### config.mk
export PLATFORM = sky130hd
export DESIGN_NAME = async_serial_transmitter
export DESIGN_NICKNAME = d
export VERILOG_FILES = /design/src/rtl/async_tx_pkg.sv /design/src/rtl/shift_if.sv /design/src/rtl/async_serial_transmitter.sv /design/src/rtl/baud_tick_gen.sv /design/src/rtl/frame_shifter.sv
export SDC_FILE = /design/constraint.sdc
export NUM_CORES = 1
export LEC_CHECK = 0
export BUFFER_PORTS_ARGS = -buffer_cell sky130_fd_sc_hd__buf_2
export CAP_MARGIN = 20
export CORE_ASPECT_RATIO = 0.75
export CORE_MARGIN = 2
export CORE_UTILIZATION = 56
export CTS_CLUSTER_DIAMETER = 30
export DETAILED_ROUTE_END_ITERATION = 10
export PLACE_DENSITY_LB_ADDON = 0.25
export SETUP_SLACK_MARGIN = 0.02
export SLEW_MARGIN = 25
export SYNTH_ARGS = -nofsm -noshare
export SYNTH_HDL_FRONTEND = slang
export SYNTH_SLANG_ARGS = --single-unit
### constraint.sdc
create_clock -name clk_i -period 6.2 [get_ports clk_i]
set_input_delay 0.31 -clock clk_i [delete_from_list [all_inputs] [get_ports clk_i]]
set_output_delay 0.31 -clock clk_i [all_outputs]
set_load 0.05 [all_outputs]
### src/rtl/async_tx_pkg.sv
// Constants shared by the asynchronous serial transmitter and its helpers.
// Assumes a single 10 MHz clock and an APB register bus with 32-bit data.
//
// How it works
// (RULE1) Frames are NRZ: one start bit, eight or nine data bits, one stop bit.
// (RULE2) An 8-bit baud generator makes ticks at sixty-four times the bit rate.
// (RULE3) Transmitter runs on its own, sharing format and baud setting with a receiver.
// (RULE4) No hardware parity; software may put parity in the ninth bit.
// (RULE5) Sleep freezes the transmitter.
// (RULE6) Asynchronous mode only while the synchronous-select bit 4 is clear.
// (RULE7) The shifter reloads only after the previous stop bit has gone out.
// (RULE8) Buffer to shifter move takes one instruction cycle, empties buffer, sets flag bit 1.
// (RULE9) Flag sets regardless of its enable; only a buffer write clears it.
// (RULE10) Shifter-empty status bit 1 is read only and raises no interrupt.
// (RULE11) The shift register has no address and is invisible to software.
// (RULE12) Sending starts only with data buffered and a shift clock from the generator.
// (RULE13) A write with the shifter empty passes straight on, freeing the buffer.
// (RULE14) Clearing transmit enable aborts the frame and floats the pin.
// (RULE15) Software sets nine-bit select and ninth bit before writing the data.
// (RULE16) Software programs divisor, port enable, options, data, then transmit enable.
// (RULE17) Clearing port enable or transmit enable ends any frame and resets the logic.
// (RULE18) Software should write data before setting transmit enable for a sooner start.
// (RULE19) One instruction cycle is four clock phases.
// (RULE20) Line idles high, start low, data LSB first, stop high.
// (RULE21) Baud generator counts down and reloads; sixty-four ticks make one bit.

package async_tx_pkg;

    // Register byte offsets
    localparam logic [7:0] OFS_TX_STATUS_CONTROL = 8'h00;
    localparam logic [7:0] OFS_TX_HOLDING = 8'h04;
    localparam logic [7:0] OFS_BAUD_DIVISOR = 8'h08;
    localparam logic [7:0] OFS_PERIPH_FLAG = 8'h0C;
    localparam logic [7:0] OFS_PERIPH_ENABLE = 8'h10;
    localparam logic [7:0] OFS_PORT_CONTROL = 8'h14;

    // Field positions
    localparam int BIT_NINTH_DATA = 0;
    localparam int BIT_SHIFTER_EMPTY = 1;
    localparam int BIT_SYNC_SELECT = 4;
    localparam int BIT_TX_ENABLE = 5;
    localparam int BIT_NINE_SELECT = 6;
    localparam int BIT_BUFFER_EMPTY_FLAG = 1;
    localparam int BIT_IRQ_ENABLE = 1;
    localparam int BIT_PORT_ENABLE = 0;

    // Reset values
    localparam logic RST_CTRL_BIT = 1'b0;
    localparam logic RST_FLAG = 1'b1;
    localparam logic [7:0] RST_DIVISOR = 8'h00;
    localparam logic [7:0] RST_HOLDING = 8'h00;

    // Timing counts
    localparam int INSTR_PHASES = 4;
    localparam int BAUD_MULT = 64;
    localparam int DIVISOR_W = 8;
    localparam int FRAME_DATA_MAX = 9;

endpackage : async_tx_pkg

### src/rtl/shift_if.sv
// Carrier between the transmitter control and its frame shifter.
// Assumes both ends share clk_i.
`timescale 1ns/100ps

interface shift_if;
    logic load;
    logic [8:0] data;
    logic nine;
    logic bit_tick;
    logic abort;
    logic hold;
    logic empty;
    logic line;

    modport ctrl (output load, data, nine, bit_tick, abort, hold, input empty, line);
    modport shifter (input load, data, nine, bit_tick, abort, hold, output empty, line);
endinterface : shift_if

### src/rtl/async_serial_transmitter.sv
// Top of the asynchronous serial transmitter: APB registers, holding buffer,
// buffer-empty flag and transfer control. Assumes APB master keeps the protocol.
//
// The implementer's own choices: the placing of the registers and the APB interface to the registers.
`timescale 1ns/100ps

module async_serial_transmitter
    import async_tx_pkg::*;
#(
    parameter int ADDR_W = 8
) (
    // Clock and reset
    input wire logic clk_i,
    input wire logic arst_n_i,
    // APB slave
    input wire logic psel_i,
    input wire logic penable_i,
    input wire logic pwrite_i,
    input wire logic [ADDR_W-1:0] paddr_i,
    input wire logic [31:0] pwdata_i,
    input wire logic [3:0] pstrb_i,
    output logic [31:0] prdata_o,
    output logic pready_o,
    output logic pslverr_o,
    // Power state
    input wire logic sleep_i,
    // Serial line
    output logic tx_o,
    output logic tx_oe_o
);
    import async_tx_pkg::*;

    if (ADDR_W < 5) begin : g_chk
        $error("async_serial_transmitter: ADDR_W too small for the map");
    end

    shift_if sif ();

    ////////////////////////////////////////////////////////////////////////////
    // Software-visible state
    logic ninth_data_bit_r, ninth_data_bit_nxt;
    logic sync_select_r, sync_select_nxt;
    logic tx_enable_bit_r, tx_enable_bit_nxt;
    logic nine_bit_select_r, nine_bit_select_nxt;
    logic serial_port_enable_r, serial_port_enable_nxt;
    logic tx_irq_enable_r, tx_irq_enable_nxt;
    logic [7:0] baud_divisor_r, baud_divisor_nxt;
    logic [7:0] tx_holding_buffer_r, tx_holding_buffer_nxt;
    logic tx_buffer_empty_flag_r, tx_buffer_empty_flag_nxt;

    // Bus state
    logic [31:0] prdata_r, prdata_nxt;
    logic pready_r, pready_nxt;
    logic pslverr_r, pslverr_nxt;
    logic tx_oe_r, tx_oe_nxt;

    logic [7:0] offset;
    logic setup_ph;
    logic wr_commit;
    logic wr_lane0;
    logic wr_holding;
    logic mapped;
    logic tx_run;
    logic cyc_en;
    logic bit_tick;
    logic xfer;

    function automatic logic is_mapped(input logic [7:0] ofs);
        return ofs == OFS_TX_STATUS_CONTROL || ofs == OFS_TX_HOLDING || ofs == OFS_BAUD_DIVISOR ||
            ofs == OFS_PERIPH_FLAG || ofs == OFS_PERIPH_ENABLE || ofs == OFS_PORT_CONTROL;
    endfunction : is_mapped

    assign offset = 8'(paddr_i);
    assign mapped = is_mapped(offset);
    assign setup_ph = psel_i && !penable_i;
    assign wr_commit = psel_i && penable_i && pready_r && pwrite_i && !pslverr_r;
    assign wr_lane0 = wr_commit && pstrb_i[0];
    assign wr_holding = wr_lane0 && offset == OFS_TX_HOLDING;

    // Abort on losing either enable; synchronous mode keeps it idle too
    assign tx_run = serial_port_enable_r && tx_enable_bit_r && !sync_select_r; // [RULE6] [RULE17]

    // Move only when the shifter is idle, one instruction cycle per move.
    // A move never shares a cycle with a buffer write, so the flag never sees both.
    assign xfer = tx_run && !sleep_i && !tx_buffer_empty_flag_r && sif.empty && cyc_en && !wr_holding; // [RULE7] [RULE8] [RULE13]

    ////////////////////////////////////////////////////////////////////////////
    // Register writes and flag
    always_comb begin
        ninth_data_bit_nxt = ninth_data_bit_r;
        sync_select_nxt = sync_select_r;
        tx_enable_bit_nxt = tx_enable_bit_r;
        nine_bit_select_nxt = nine_bit_select_r;
        serial_port_enable_nxt = serial_port_enable_r;
        tx_irq_enable_nxt = tx_irq_enable_r;
        baud_divisor_nxt = baud_divisor_r;
        tx_holding_buffer_nxt = tx_holding_buffer_r;
        tx_buffer_empty_flag_nxt = tx_buffer_empty_flag_r;
        if (wr_lane0) begin
            case (offset)
                OFS_TX_STATUS_CONTROL: begin
                    // Shifter-empty bit is status only; writes to it are dropped [RULE10]
                    ninth_data_bit_nxt = pwdata_i[BIT_NINTH_DATA];
                    sync_select_nxt = pwdata_i[BIT_SYNC_SELECT];
                    tx_enable_bit_nxt = pwdata_i[BIT_TX_ENABLE];
                    nine_bit_select_nxt = pwdata_i[BIT_NINE_SELECT];
                end
                OFS_TX_HOLDING: tx_holding_buffer_nxt = pwdata_i[7:0];
                OFS_BAUD_DIVISOR: baud_divisor_nxt = pwdata_i[7:0];
                OFS_PERIPH_ENABLE: tx_irq_enable_nxt = pwdata_i[BIT_IRQ_ENABLE];
                OFS_PORT_CONTROL: serial_port_enable_nxt = pwdata_i[BIT_PORT_ENABLE];
                // Flag register ignores writes [RULE9]
                default: ;
            endcase
        end
        if (wr_holding) begin
            tx_buffer_empty_flag_nxt = 1'b0; // [RULE9]
        end else if (xfer) begin
            tx_buffer_empty_flag_nxt = 1'b1; // [RULE8] [RULE9]
        end
    end

    always_ff @(posedge clk_i or negedge arst_n_i) begin
        if (!arst_n_i) begin
            ninth_data_bit_r <= RST_CTRL_BIT;
            sync_select_r <= RST_CTRL_BIT;
            tx_enable_bit_r <= RST_CTRL_BIT;
            nine_bit_select_r <= RST_CTRL_BIT;
            serial_port_enable_r <= RST_CTRL_BIT;
            tx_irq_enable_r <= RST_CTRL_BIT;
            baud_divisor_r <= RST_DIVISOR;
            tx_holding_buffer_r <= RST_HOLDING;
            tx_buffer_empty_flag_r <= RST_FLAG;
        end else begin
            ninth_data_bit_r <= ninth_data_bit_nxt;
            sync_select_r <= sync_select_nxt;
            tx_enable_bit_r <= tx_enable_bit_nxt;
            nine_bit_select_r <= nine_bit_select_nxt;
            serial_port_enable_r <= serial_port_enable_nxt;
            tx_irq_enable_r <= tx_irq_enable_nxt;
            baud_divisor_r <= baud_divisor_nxt;
            tx_holding_buffer_r <= tx_holding_buffer_nxt;
            tx_buffer_empty_flag_r <= tx_buffer_empty_flag_nxt;
        end
    end

    ////////////////////////////////////////////////////////////////////////////
    // APB answer: captured at setup, so every access has no wait state
    always_comb begin
        pready_nxt = setup_ph;
        pslverr_nxt = setup_ph && !mapped;
        prdata_nxt = 32'h0000_0000;
        if (setup_ph && !pwrite_i) begin
            case (offset)
                // The shift register itself has no address [RULE11]
                OFS_TX_STATUS_CONTROL: begin
                    prdata_nxt[BIT_NINTH_DATA] = ninth_data_bit_r;
                    prdata_nxt[BIT_SHIFTER_EMPTY] = sif.empty; // [RULE10]
                    prdata_nxt[BIT_SYNC_SELECT] = sync_select_r;
                    prdata_nxt[BIT_TX_ENABLE] = tx_enable_bit_r;
                    prdata_nxt[BIT_NINE_SELECT] = nine_bit_select_r;
                end
                OFS_TX_HOLDING: prdata_nxt[7:0] = tx_holding_buffer_r;
                OFS_BAUD_DIVISOR: prdata_nxt[7:0] = baud_divisor_r;
                OFS_PERIPH_FLAG: prdata_nxt[BIT_BUFFER_EMPTY_FLAG] = tx_buffer_empty_flag_r;
                OFS_PERIPH_ENABLE: prdata_nxt[BIT_IRQ_ENABLE] = tx_irq_enable_r;
                OFS_PORT_CONTROL: prdata_nxt[BIT_PORT_ENABLE] = serial_port_enable_r;
                default: prdata_nxt = 32'h0000_0000;
            endcase
        end
        tx_oe_nxt = tx_run; // [RULE14]
    end

    always_ff @(posedge clk_i or negedge arst_n_i) begin
        if (!arst_n_i) begin
            prdata_r <= 32'h0000_0000;
            pready_r <= 1'b0;
            pslverr_r <= 1'b0;
            tx_oe_r <= 1'b0;
        end else begin
            prdata_r <= prdata_nxt;
            pready_r <= pready_nxt;
            pslverr_r <= pslverr_nxt;
            tx_oe_r <= tx_oe_nxt;
        end
    end

    assign prdata_o = prdata_r;
    assign pready_o = pready_r;
    assign pslverr_o = pslverr_r;
    assign tx_oe_o = tx_oe_r;
    assign tx_o = sif.line;

    ////////////////////////////////////////////////////////////////////////////
    // Baud generator and shifter
    baud_tick_gen #(
        .DIV_W(DIVISOR_W),
        .MULT(BAUD_MULT)
    ) u_baud (
        .clk_i(clk_i),
        .arst_n_i(arst_n_i),
        .clear_i(!tx_run), // [RULE17]
        .hold_i(sleep_i), // [RULE5]
        .divisor_i(baud_divisor_r),
        .cyc_en_o(cyc_en),
        .bit_tick_o(bit_tick)
    );

    assign sif.load = xfer;
    // Ninth bit taken at the move, hence software sets it before the data [RULE15]
    assign sif.data = {ninth_data_bit_r, tx_holding_buffer_r};
    assign sif.nine = nine_bit_select_r;
    assign sif.bit_tick = bit_tick;
    assign sif.abort = !tx_run; // [RULE14] [RULE17]
    assign sif.hold = sleep_i;

    frame_shifter u_shift (
        .clk_i(clk_i),
        .arst_n_i(arst_n_i),
        .sif(sif)
    );
endmodule : async_serial_transmitter

### src/rtl/baud_tick_gen.sv
// Instruction-cycle divider and baud generator with x64 bit divider.
// Assumes divisor is stable while a frame runs.
`timescale 1ns/100ps

module baud_tick_gen
    import async_tx_pkg::*;
#(
    parameter int DIV_W = async_tx_pkg::DIVISOR_W,
    parameter int MULT = async_tx_pkg::BAUD_MULT
) (
    // Clock and reset
    input wire logic clk_i,
    input wire logic arst_n_i,
    // Control
    input wire logic clear_i,
    input wire logic hold_i,
    input wire logic [DIV_W-1:0] divisor_i,
    // Enables
    output logic cyc_en_o,
    output logic bit_tick_o
);
    import async_tx_pkg::*;

    localparam int SUB_W = $clog2(MULT);
    localparam logic [SUB_W-1:0] SUB_LAST = SUB_W'(MULT - 1);
    localparam logic [1:0] PH_LAST = 2'(INSTR_PHASES - 1);

    if (DIV_W < 1 || MULT < 2 || (1 << SUB_W) != MULT) begin : g_chk
        $error("baud_tick_gen: unsupported parameters");
    end

    logic [1:0] phase_r, phase_nxt;
    logic [DIV_W-1:0] cnt_r, cnt_nxt;
    logic [SUB_W-1:0] sub_r, sub_nxt;
    logic baud_tick;

    ////////////////////////////////////////////////////////////////////////////
    always_comb begin
        phase_nxt = phase_r + 2'd1; // [RULE19]
        baud_tick = !clear_i && !hold_i && (cnt_r == '0);
        cnt_nxt = cnt_r;
        sub_nxt = sub_r;
        if (clear_i) begin
            cnt_nxt = divisor_i;
            sub_nxt = '0;
        end else if (!hold_i) begin
            // Shared divisor setting; the receiver would tap the same ticks [RULE3]
            cnt_nxt = baud_tick ? divisor_i : cnt_r - 1'b1; // [RULE2] [RULE21]
            if (baud_tick) begin
                sub_nxt = sub_r + 1'b1; // [RULE21]
            end
        end
    end

    always_ff @(posedge clk_i or negedge arst_n_i) begin
        if (!arst_n_i) begin
            phase_r <= 2'd0;
            cnt_r <= '0;
            sub_r <= '0;
        end else begin
            phase_r <= phase_nxt;
            cnt_r <= cnt_nxt;
            sub_r <= sub_nxt;
        end
    end

    assign cyc_en_o = (phase_r == PH_LAST);
    assign bit_tick_o = baud_tick && (sub_r == SUB_LAST);
endmodule : baud_tick_gen

### src/rtl/frame_shifter.sv
// Hidden shift register sending start, data and stop bits on bit ticks.
// Assumes load only arrives while empty.
`timescale 1ns/100ps

module frame_shifter
    import async_tx_pkg::*;
(
    // Clock and reset
    input wire logic clk_i,
    input wire logic arst_n_i,
    // Control side
    shift_if.shifter sif
);
    import async_tx_pkg::*;

    typedef enum logic [2:0] {
        S_EMPTY = 3'b000,
        S_READY = 3'b001,
        S_START = 3'b010,
        S_DATA = 3'b011,
        S_STOP = 3'b100
    } shift_state_e;

    shift_state_e state_r, state_nxt;
    logic [8:0] sr_r, sr_nxt;
    logic [3:0] cnt_r, cnt_nxt;
    logic nine_r, nine_nxt;
    logic line_r, line_nxt;

    ////////////////////////////////////////////////////////////////////////////
    always_comb begin
        state_nxt = state_r;
        sr_nxt = sr_r;
        cnt_nxt = cnt_r;
        nine_nxt = nine_r;
        line_nxt = line_r;
        if (sif.abort) begin
            state_nxt = S_EMPTY; // [RULE14] [RULE17]
            line_nxt = 1'b1;
        end else if (!sif.hold) begin // [RULE5]
            case (state_r)
                S_EMPTY: begin
                    line_nxt = 1'b1; // [RULE20]
                    if (sif.load) begin
                        sr_nxt = sif.data;
                        nine_nxt = sif.nine;
                        state_nxt = S_READY;
                    end
                end
                S_READY: begin
                    if (sif.bit_tick) begin
                        line_nxt = 1'b0; // [RULE12] [RULE20]
                        state_nxt = S_START;
                    end
                end
                S_START: begin
                    if (sif.bit_tick) begin
                        line_nxt = sr_r[0]; // [RULE20]
                        sr_nxt = {1'b0, sr_r[8:1]};
                        cnt_nxt = 4'd0;
                        state_nxt = S_DATA;
                    end
                end
                S_DATA: begin
                    if (sif.bit_tick) begin
                        // Ninth bit is sent as given; no parity is made here [RULE4]
                        if (cnt_r == (nine_r ? 4'd8 : 4'd7)) begin // [RULE1]
                            line_nxt = 1'b1;
                            state_nxt = S_STOP;
                        end else begin
                            line_nxt = sr_r[0];
                            sr_nxt = {1'b0, sr_r[8:1]};
                            cnt_nxt = cnt_r + 4'd1;
                        end
                    end
                end
                S_STOP: begin
                    if (sif.bit_tick) begin
                        state_nxt = S_EMPTY; // [RULE7]
                    end
                end
                default: begin
                    state_nxt = S_EMPTY;
                    line_nxt = 1'b1;
                end
            endcase
        end
    end

    always_ff @(posedge clk_i or negedge arst_n_i) begin
        if (!arst_n_i) begin
            state_r <= S_EMPTY;
            sr_r <= '0;
            cnt_r <= 4'd0;
            nine_r <= 1'b0;
            line_r <= 1'b1;
        end else begin
            state_r <= state_nxt;
            sr_r <= sr_nxt;
            cnt_r <= cnt_nxt;
            nine_r <= nine_nxt;
            line_r <= line_nxt;
        end
    end

    assign sif.empty = (state_r == S_EMPTY);
    assign sif.line = line_r;
endmodule : frame_shifter

==> results of run 1 <==
-- critical path, delay by kind of cell (launching register included) --
kind,cells,cell delay [ns]
mux,1,0.30
simple gates,4,1.83
flops,1,0.40
-- power groups by stage --
stage               registers, W  clock network, W  logic [W]
floorplan               0.000456                 0  0.0000556
global placement        0.000454                 0  0.0000666
detailed placement      0.000454                 0  0.0000675
CTS                     0.000445          0.000457  0.0000677
global route            0.000445          0.000476  0.0000731
finish                  0.000445          0.000452  0.0000673
-- Yosys cell counts, drive strengths merged (4+ instances only) --
library cell / number
ha: 5
nand3: 13
a221o: 4
mux2i: 14
nand2b: 7
or3: 4
nand4: 5
clkbuf: 9
xor2: 4
o21ai: 21
inv: 7
nor2: 38
nand2: 22
nor3: 8
dfrtp: 66
nand3b: 5
buf: 28
a22oi: 4
mux2: 28
nor2b: 4
a21oi: 11
-- through the flow --
| step | util [%] | hold WS (ns) | instance area [µm²] | power, W |
|---|---|---|---|---|
| after floorplan | - | 0.0144 | 3650 | 0.000512 |
| after global placement | 59.3 | 0.415 | 3690 | 0.000520 |
| after detailed placement | 59.3 | 0.418 | 3690 | 0.000521 |
| after CTS | 63.3 | 0.176 | 3940 | 0.000970 |
| after global routing | 63.3 | 0.199 | 3940 | 0.000994 |
| final | 63.3 | 0.138 | 3940 | 0.000964 |
-- routing by layer --
metal / share of wire, % / routed length (µm) / GRT usage (%) / vias to the layer above
met4: 1.8 / 133 / 7.94 / 0
met3: 4.2 / 310 / 5.68 / 13
met1: 48 / 3520 / 33.3 / 1269
met5: 0 / 0 / 0 / -
met2: 46 / 3420 / 33.9 / 61
li1: - / - / - / 1245
-- final cells by class --
type	instances	share of cell area (%)
well taps	81	2.57
repair buffers	35	4.51
inverters	7	0.666
multi-input cells	254	42.7
clock inverters	6	2.82
flip-flops and latches	68	43.2
clock buffers	10	3.49
-- cells by family after synthesis --
kind of cell             after synthesis
AND/OR/NAND/NOR                      126
flip-flops                            68
other                                  1
XOR/XNOR                               5
buffers and inverters                 44
AO/OA/AOI/OAI                         52
adder cells (fa/ha/maj)                5
multiplexers                          42
-- worst paths after layout --
path,startpoint,to
max,sync_select_r,u_shift.sr_r[4]
min,arst_n_i,u_baud.sub_r[2]
max reg2reg,sync_select_r,u_shift.sr_r[4]
min reg2reg,u_baud.phase_r[0],u_baud.phase_r[0]
max in group asynchronous,arst_n_i,pready_o
min in group clk_i,pwdata_i[7],baud_divisor_r[7]
-- flip-flops by register name, indices dropped and copies added (netlist names) --
register	flops
u_shift.sr_r	9
baud_divisor_r	8
prdata_o	8
tx_holding_buffer_r	8
u_baud.cnt_r	8
u_baud.sub_r	6
u_shift.cnt_r	4
u_shift.state_r	3
u_baud.phase_r	2
nine_bit_select_r	1
ninth_data_bit_r	1
pready_o	1
pslverr_o	1
serial_port_enable_r	1
sync_select_r	1
tx_buffer_empty_flag_r	1
tx_enable_bit_r	1
tx_irq_enable_r	1
tx_oe_o	1
u_shift.nine_r	1
u_shift.sif.line	1
==> summary.md, run 1 <==
| Metric | Value |
|---|---|
| Outcome | finished, final reports clean |
| RSZ-0062 raised after global routing | no |
| Crit path kind | reg -> reg |
| Setup WS post-layout | 3.55 ns |
| Slowest-stage cell, CP | nor4b_1 |
| Mapped Cells | 343 |
| Seq cells post-synth | 68 |
| Post-synthesis compound-gate area fraction | 9.29% |
| Ratio of final minimum period to clock period | 42.7% |
| I/O Buffers | 34 |
| Max Freq | 0.377 GHz |
| Worst Max-Slew Pin Slew | 0.839 ns |
| CTS max path bufs | 2 |
| Worst-Skew Late Latency | 0.35 ns |
| Mean Syn Cell Area | 10.4 µm² |
| Register area | 1700 µm² |
| Die Ht | 73.1 µm |
| Nets | 430 |
| CTS tree | built |
| Synth area leaders | dfrtp_1, mux2_2, buf_4, mux2i_1, nor2_1 |
| Crit path DAT | 2.88 ns |
| Total number of vias | 2588 |
| Final-layout fill cell count | 527 |
| Post-CTS Setup Repair Bufs | 0 |
| Worst r2r path cells | 5 |
| Crit path max fanout | 15 |
| H-tree levels | 3 |
| Critical Path Max Stage Delay | 0.56 ns |
| Drt via density | 5.61 |
| Finished Layout Cells | 461 |
| Seq/Total Area, Yosys | 47.8% |
| Synth Area in Adders | 1.75% |
| Die area | 7030 µm² |
| Pin count of the biggest net entering global routing | 69 |
| Final hold violation count | 0 |
| Area of the multi-input gates | 1680 µm² |
| Post-route DRC violation count | 0 |
| Post-synth EDFFs | 0 |
| Clock skew | 0.00682 ns |
| Starting Density | 57.3% |
| Clock power share | 46.9% |
| DP Worst Slack | 3.37 ns |
| Cts hold-fix bufs | 0 |
| Startpoint Class | register |
| # diodes | 0 |
| Seq pwr share | 46.2% |
| Cell taking the most area after synthesis | dfrtp_1 |
| Total gr overflow | 0 |
| Placed cell count | 445 |
| Largest family of logic cells by synthesized area | simple AND/OR/NAND/NOR gates |
| Leak | 1.95 nW |
| Total CTS buffers | 9 |
| Total Wirelength | 7.38 mm |
| First-pass GRT wire length | 12.0 mm |
| Cell Chain, Critical Path | nand3b_1, nor4b_1, nand3b_1, and2_4, mux2_4 |
| Leading cell type in the layout, fill and taps excluded | dfrtp_1 |
| Final setup TNS | 0 ns |
| Maximum vdd drop | 0.182 mV |
| Post-synthesis mux area share | 13.0% |
| Register clock-pin slew on the reported worst setup and hold paths | 0.07 ns |
| Setup Viol. Count Final | 0 |
| Sw Ratio | 24.0% |
| Post-synth ARST share | 100% |
| Row cnt | 25 |
| Yosys top cell area share | 46.3% |
| Post-DP HPWL | 5.14 mm |
| Overall Global Routing Usage | 23.0% |
| Vias in the first global route | 2384 |
| Layout cell share with drive strength beyond 1 | 23.2% |
| Top cell by count, worst path | nand3b_1 |
| Resized cells post-CTS | 0 |
| WL/cell | 16.0 µm |
| Worst path required time | 6.43 ns |
| R2R setup slack | 3.55 ns |
| Simple-Gate Fraction of Synth Area | 19.4% |
| Iter 0 DRT Violations | 197 |
| Slew HR | 44.1% |
| Area grow syn2layout | 10.5% |
| Final Wtd Congestion | 0.860 |
| # clock sinks | 68 |
| Worst min path class | in -> async |
| I/O pin total | 86 |
| Die span in x | 96.2 µm |
| Area of the core | 6220 µm² |
| Netlist Area Pre-Place | 3570 µm² |
| Most used DFF post-synth | dfrtp_1 |
| Sw Pwr | 0.000231 W |
| Crit end category | register |
| Antenna-violating nets left | 0 |
| Synth cell types | 55 |
| Root buf cell | clkbuf_8 |
| Xor and xnor fraction of the mapped netlist area | 1.23% |
| Commonest cells after routing, fill and taps aside | dfrtp_1, nor2_1, buf_2 |
| Pint | 0.000733 W |
| P per Cell Area | 245 nW/µm² |
| Logic pwr share | 7.0% |
| Detailed Routing Iterations Pass 1 | 4 |
| Max-slew violations | 0 |
| Min Tclk post-route | 2.65 ns |
| # Max-Cap Violations | 0 |
| Ys Warns | 0 |
| Initial antenna violation count | 0 |
Power figures use the tool's default switching activity.
==> run 2: changes to the inputs <==
- CORE_UTILIZATION: 56 -> 54
- clock period: 6.2 -> 2.6 ns (I/O delays scaled with it)
==> summary.md, run 2 (synthesis results as in run 1) <==
| Metric | Value |
|---|---|
| Max Freq | 0.430 GHz |
| Maximum vdd drop | 0.515 mV |
| R2R setup slack | 0.28 ns |
| I/O pin total | 86 |
| Worst R2R End | u_shift.state_r[0] |
| Worst path required time | 2.81 ns |
| DP Worst Slack | 0.316 ns |
| Leading cell type in the layout, fill and taps excluded | dfrtp_1 |
| Worst min path class | in -> reg |
| Crit path kind | reg -> reg |
| Final-layout fill cell count | 520 |
| CTS tree | built |
| Die area | 7280 µm² |
| Area of the core | 6350 µm² |
| I/O Buffers | 34 |
| Die span in x | 97.9 µm |
| First-pass GRT wire length | 12.2 mm |
| Largest Register | u_shift.sr_r |
| Crit end category | register |
| WL/cell | 16.0 µm |
| Detailed Routing Iterations Pass 1 | 4 |
| Min-delay src | pwdata_i[7] |
| Worst-Skew Late Latency | 0.33 ns |
| Final Wtd Congestion | 0.857 |
| Hold Slack | 0.0368 ns |
| Resized cells post-CTS | 0 |
| Max reg flops | 9 |
| R2r startpoint | u_baud.cnt_r[0] |
| Outcome | finished, final reports clean |
| Layout cell share with drive strength beyond 1 | 24.7% |
| Hold Path Depth | 2 |
| Hold Path End | baud_divisor_r[7] |
| Total CTS buffers | 9 |
| CTS max path bufs | 2 |
| Total number of vias | 2641 |
| Leak | 1.98 nW |
| Initial antenna violation count | 0 |
| Clock skew | 0.00759 ns |
| Row cnt | 25 |
| Setup WS post-layout | 0.276 ns |
| Register clock-pin slew on the reported worst setup and hold paths | 0.08 ns |
| Max-slew violations | 0 |
| Iter 0 DRT Violations | 211 |
| Register area | 1700 µm² |
| Worst Max-Slew Pin Slew | 0.504 ns |
| Commonest cells after routing, fill and taps aside | dfrtp_1, nor2_1, buf_2 |
| Vias in the first global route | 2482 |
| Drt via density | 5.62 |
| Post-CTS Setup Repair Bufs | 0 |
| Total gr overflow | 0 |
| # Max-Cap Violations | 0 |
| H-tree levels | 3 |
| Antenna-violating nets left | 0 |
| Setup Viol. Count Final | 0 |
| # diodes | 0 |
| Min Tclk post-route | 2.32 ns |
| Total Wirelength | 7.54 mm |
| Final hold violation count | 0 |
| RSZ-0062 raised after global routing | no |
| Post-route DRC violation count | 0 |
| Pin count of the biggest net entering global routing | 69 |
| Worst r2r path cells | 7 |
| Area after DPL | 3770 µm² |
| # clock sinks | 68 |
| Final setup TNS | 0 ns |
| P per Cell Area | 550 nW/µm² |
| Area grow syn2layout | 12.2% |
| Startpoint Class | register |
| Nets | 439 |
| Crit path max fanout | 5 |
| Crit path DAT | 2.54 ns |
| Starting Density | 56.2% |
| Root buf cell | clkbuf_8 |
| Slew HR | 66.3% |
| Finished Cell Area | 4000 µm² |
| Area of the multi-input gates | 1680 µm² |
| Die Ht | 74.4 µm |
| Overall Global Routing Usage | 21.3% |
| Post-DP HPWL | 5.38 mm |
| Ratio of final minimum period to clock period | 89.4% |
[run 2: power by group]
part	leakage [nW]	internal, W	switching [W]
Combinational	0.944	0.0000286	0.000136
Sequential	0.927	0.00106	0.00000163
Clock	0.105	0.000564	0.000410
[run 2: what timing repair did]
item,4_1_cts,5_1_grt
hold buffers,1,0
setup endpoints to repair,0,0
endpoints found under the hold margin,66,0
[run 2: worst max-delay path, stage by stage (launching register included)]
cell	delay, ns
dfrtp_1	0.41
inv_1	0.12
ha_1	0.18
or4b_4	0.52
nor4_4	0.34
nor3_2	0.11
a31oi_2	0.18
mux2_1	0.35
[run 2: worst max path at each step]
| stage | start | to |
|---|---|---|
| floorplan | u_baud.cnt_r[0] | u_shift.state_r[0] |
| global placement | u_baud.cnt_r[0] | u_shift.state_r[0] |
| detailed placement | u_baud.cnt_r[0] | u_shift.state_r[0] |
| CTS | u_baud.cnt_r[0] | u_shift.state_r[0] |
| global route | u_baud.cnt_r[0] | u_shift.state_r[0] |
| finish | u_baud.cnt_r[0] | u_shift.state_r[0] |
[run 2: area by class of cell]
class	count	area share [%]
Sequential cell	68	42.6
Multi-Input combinational cell	254	42.1
Timing Repair Buffer	44	6.50
Clock buffer	10	3.44
Tap cell	81	2.53
Clock inverter	6	2.19
Inverter	7	0.657
[run 2: per-stage QoR]
stage	utilization [%]	power (W)	cells
2_1_floorplan	-	0.00122	366
3_3_place_gp	59.3	0.00124	453
3_5_place_dp	59.3	0.00125	453
4_1_cts	63.0	0.00222	470
5_1_grt	63.0	0.00227	470
6_report	63.0	0.00220	470
[run 2: per-layer routing]
layer,vias up,global-route usage (%),part of all wire [%]
met5,-,0,0
met4,0,5.40,0.56
met3,5,4.98,5.2
met2,64,33.6,46
met1,1319,30.2,48
li1,1253,-,-
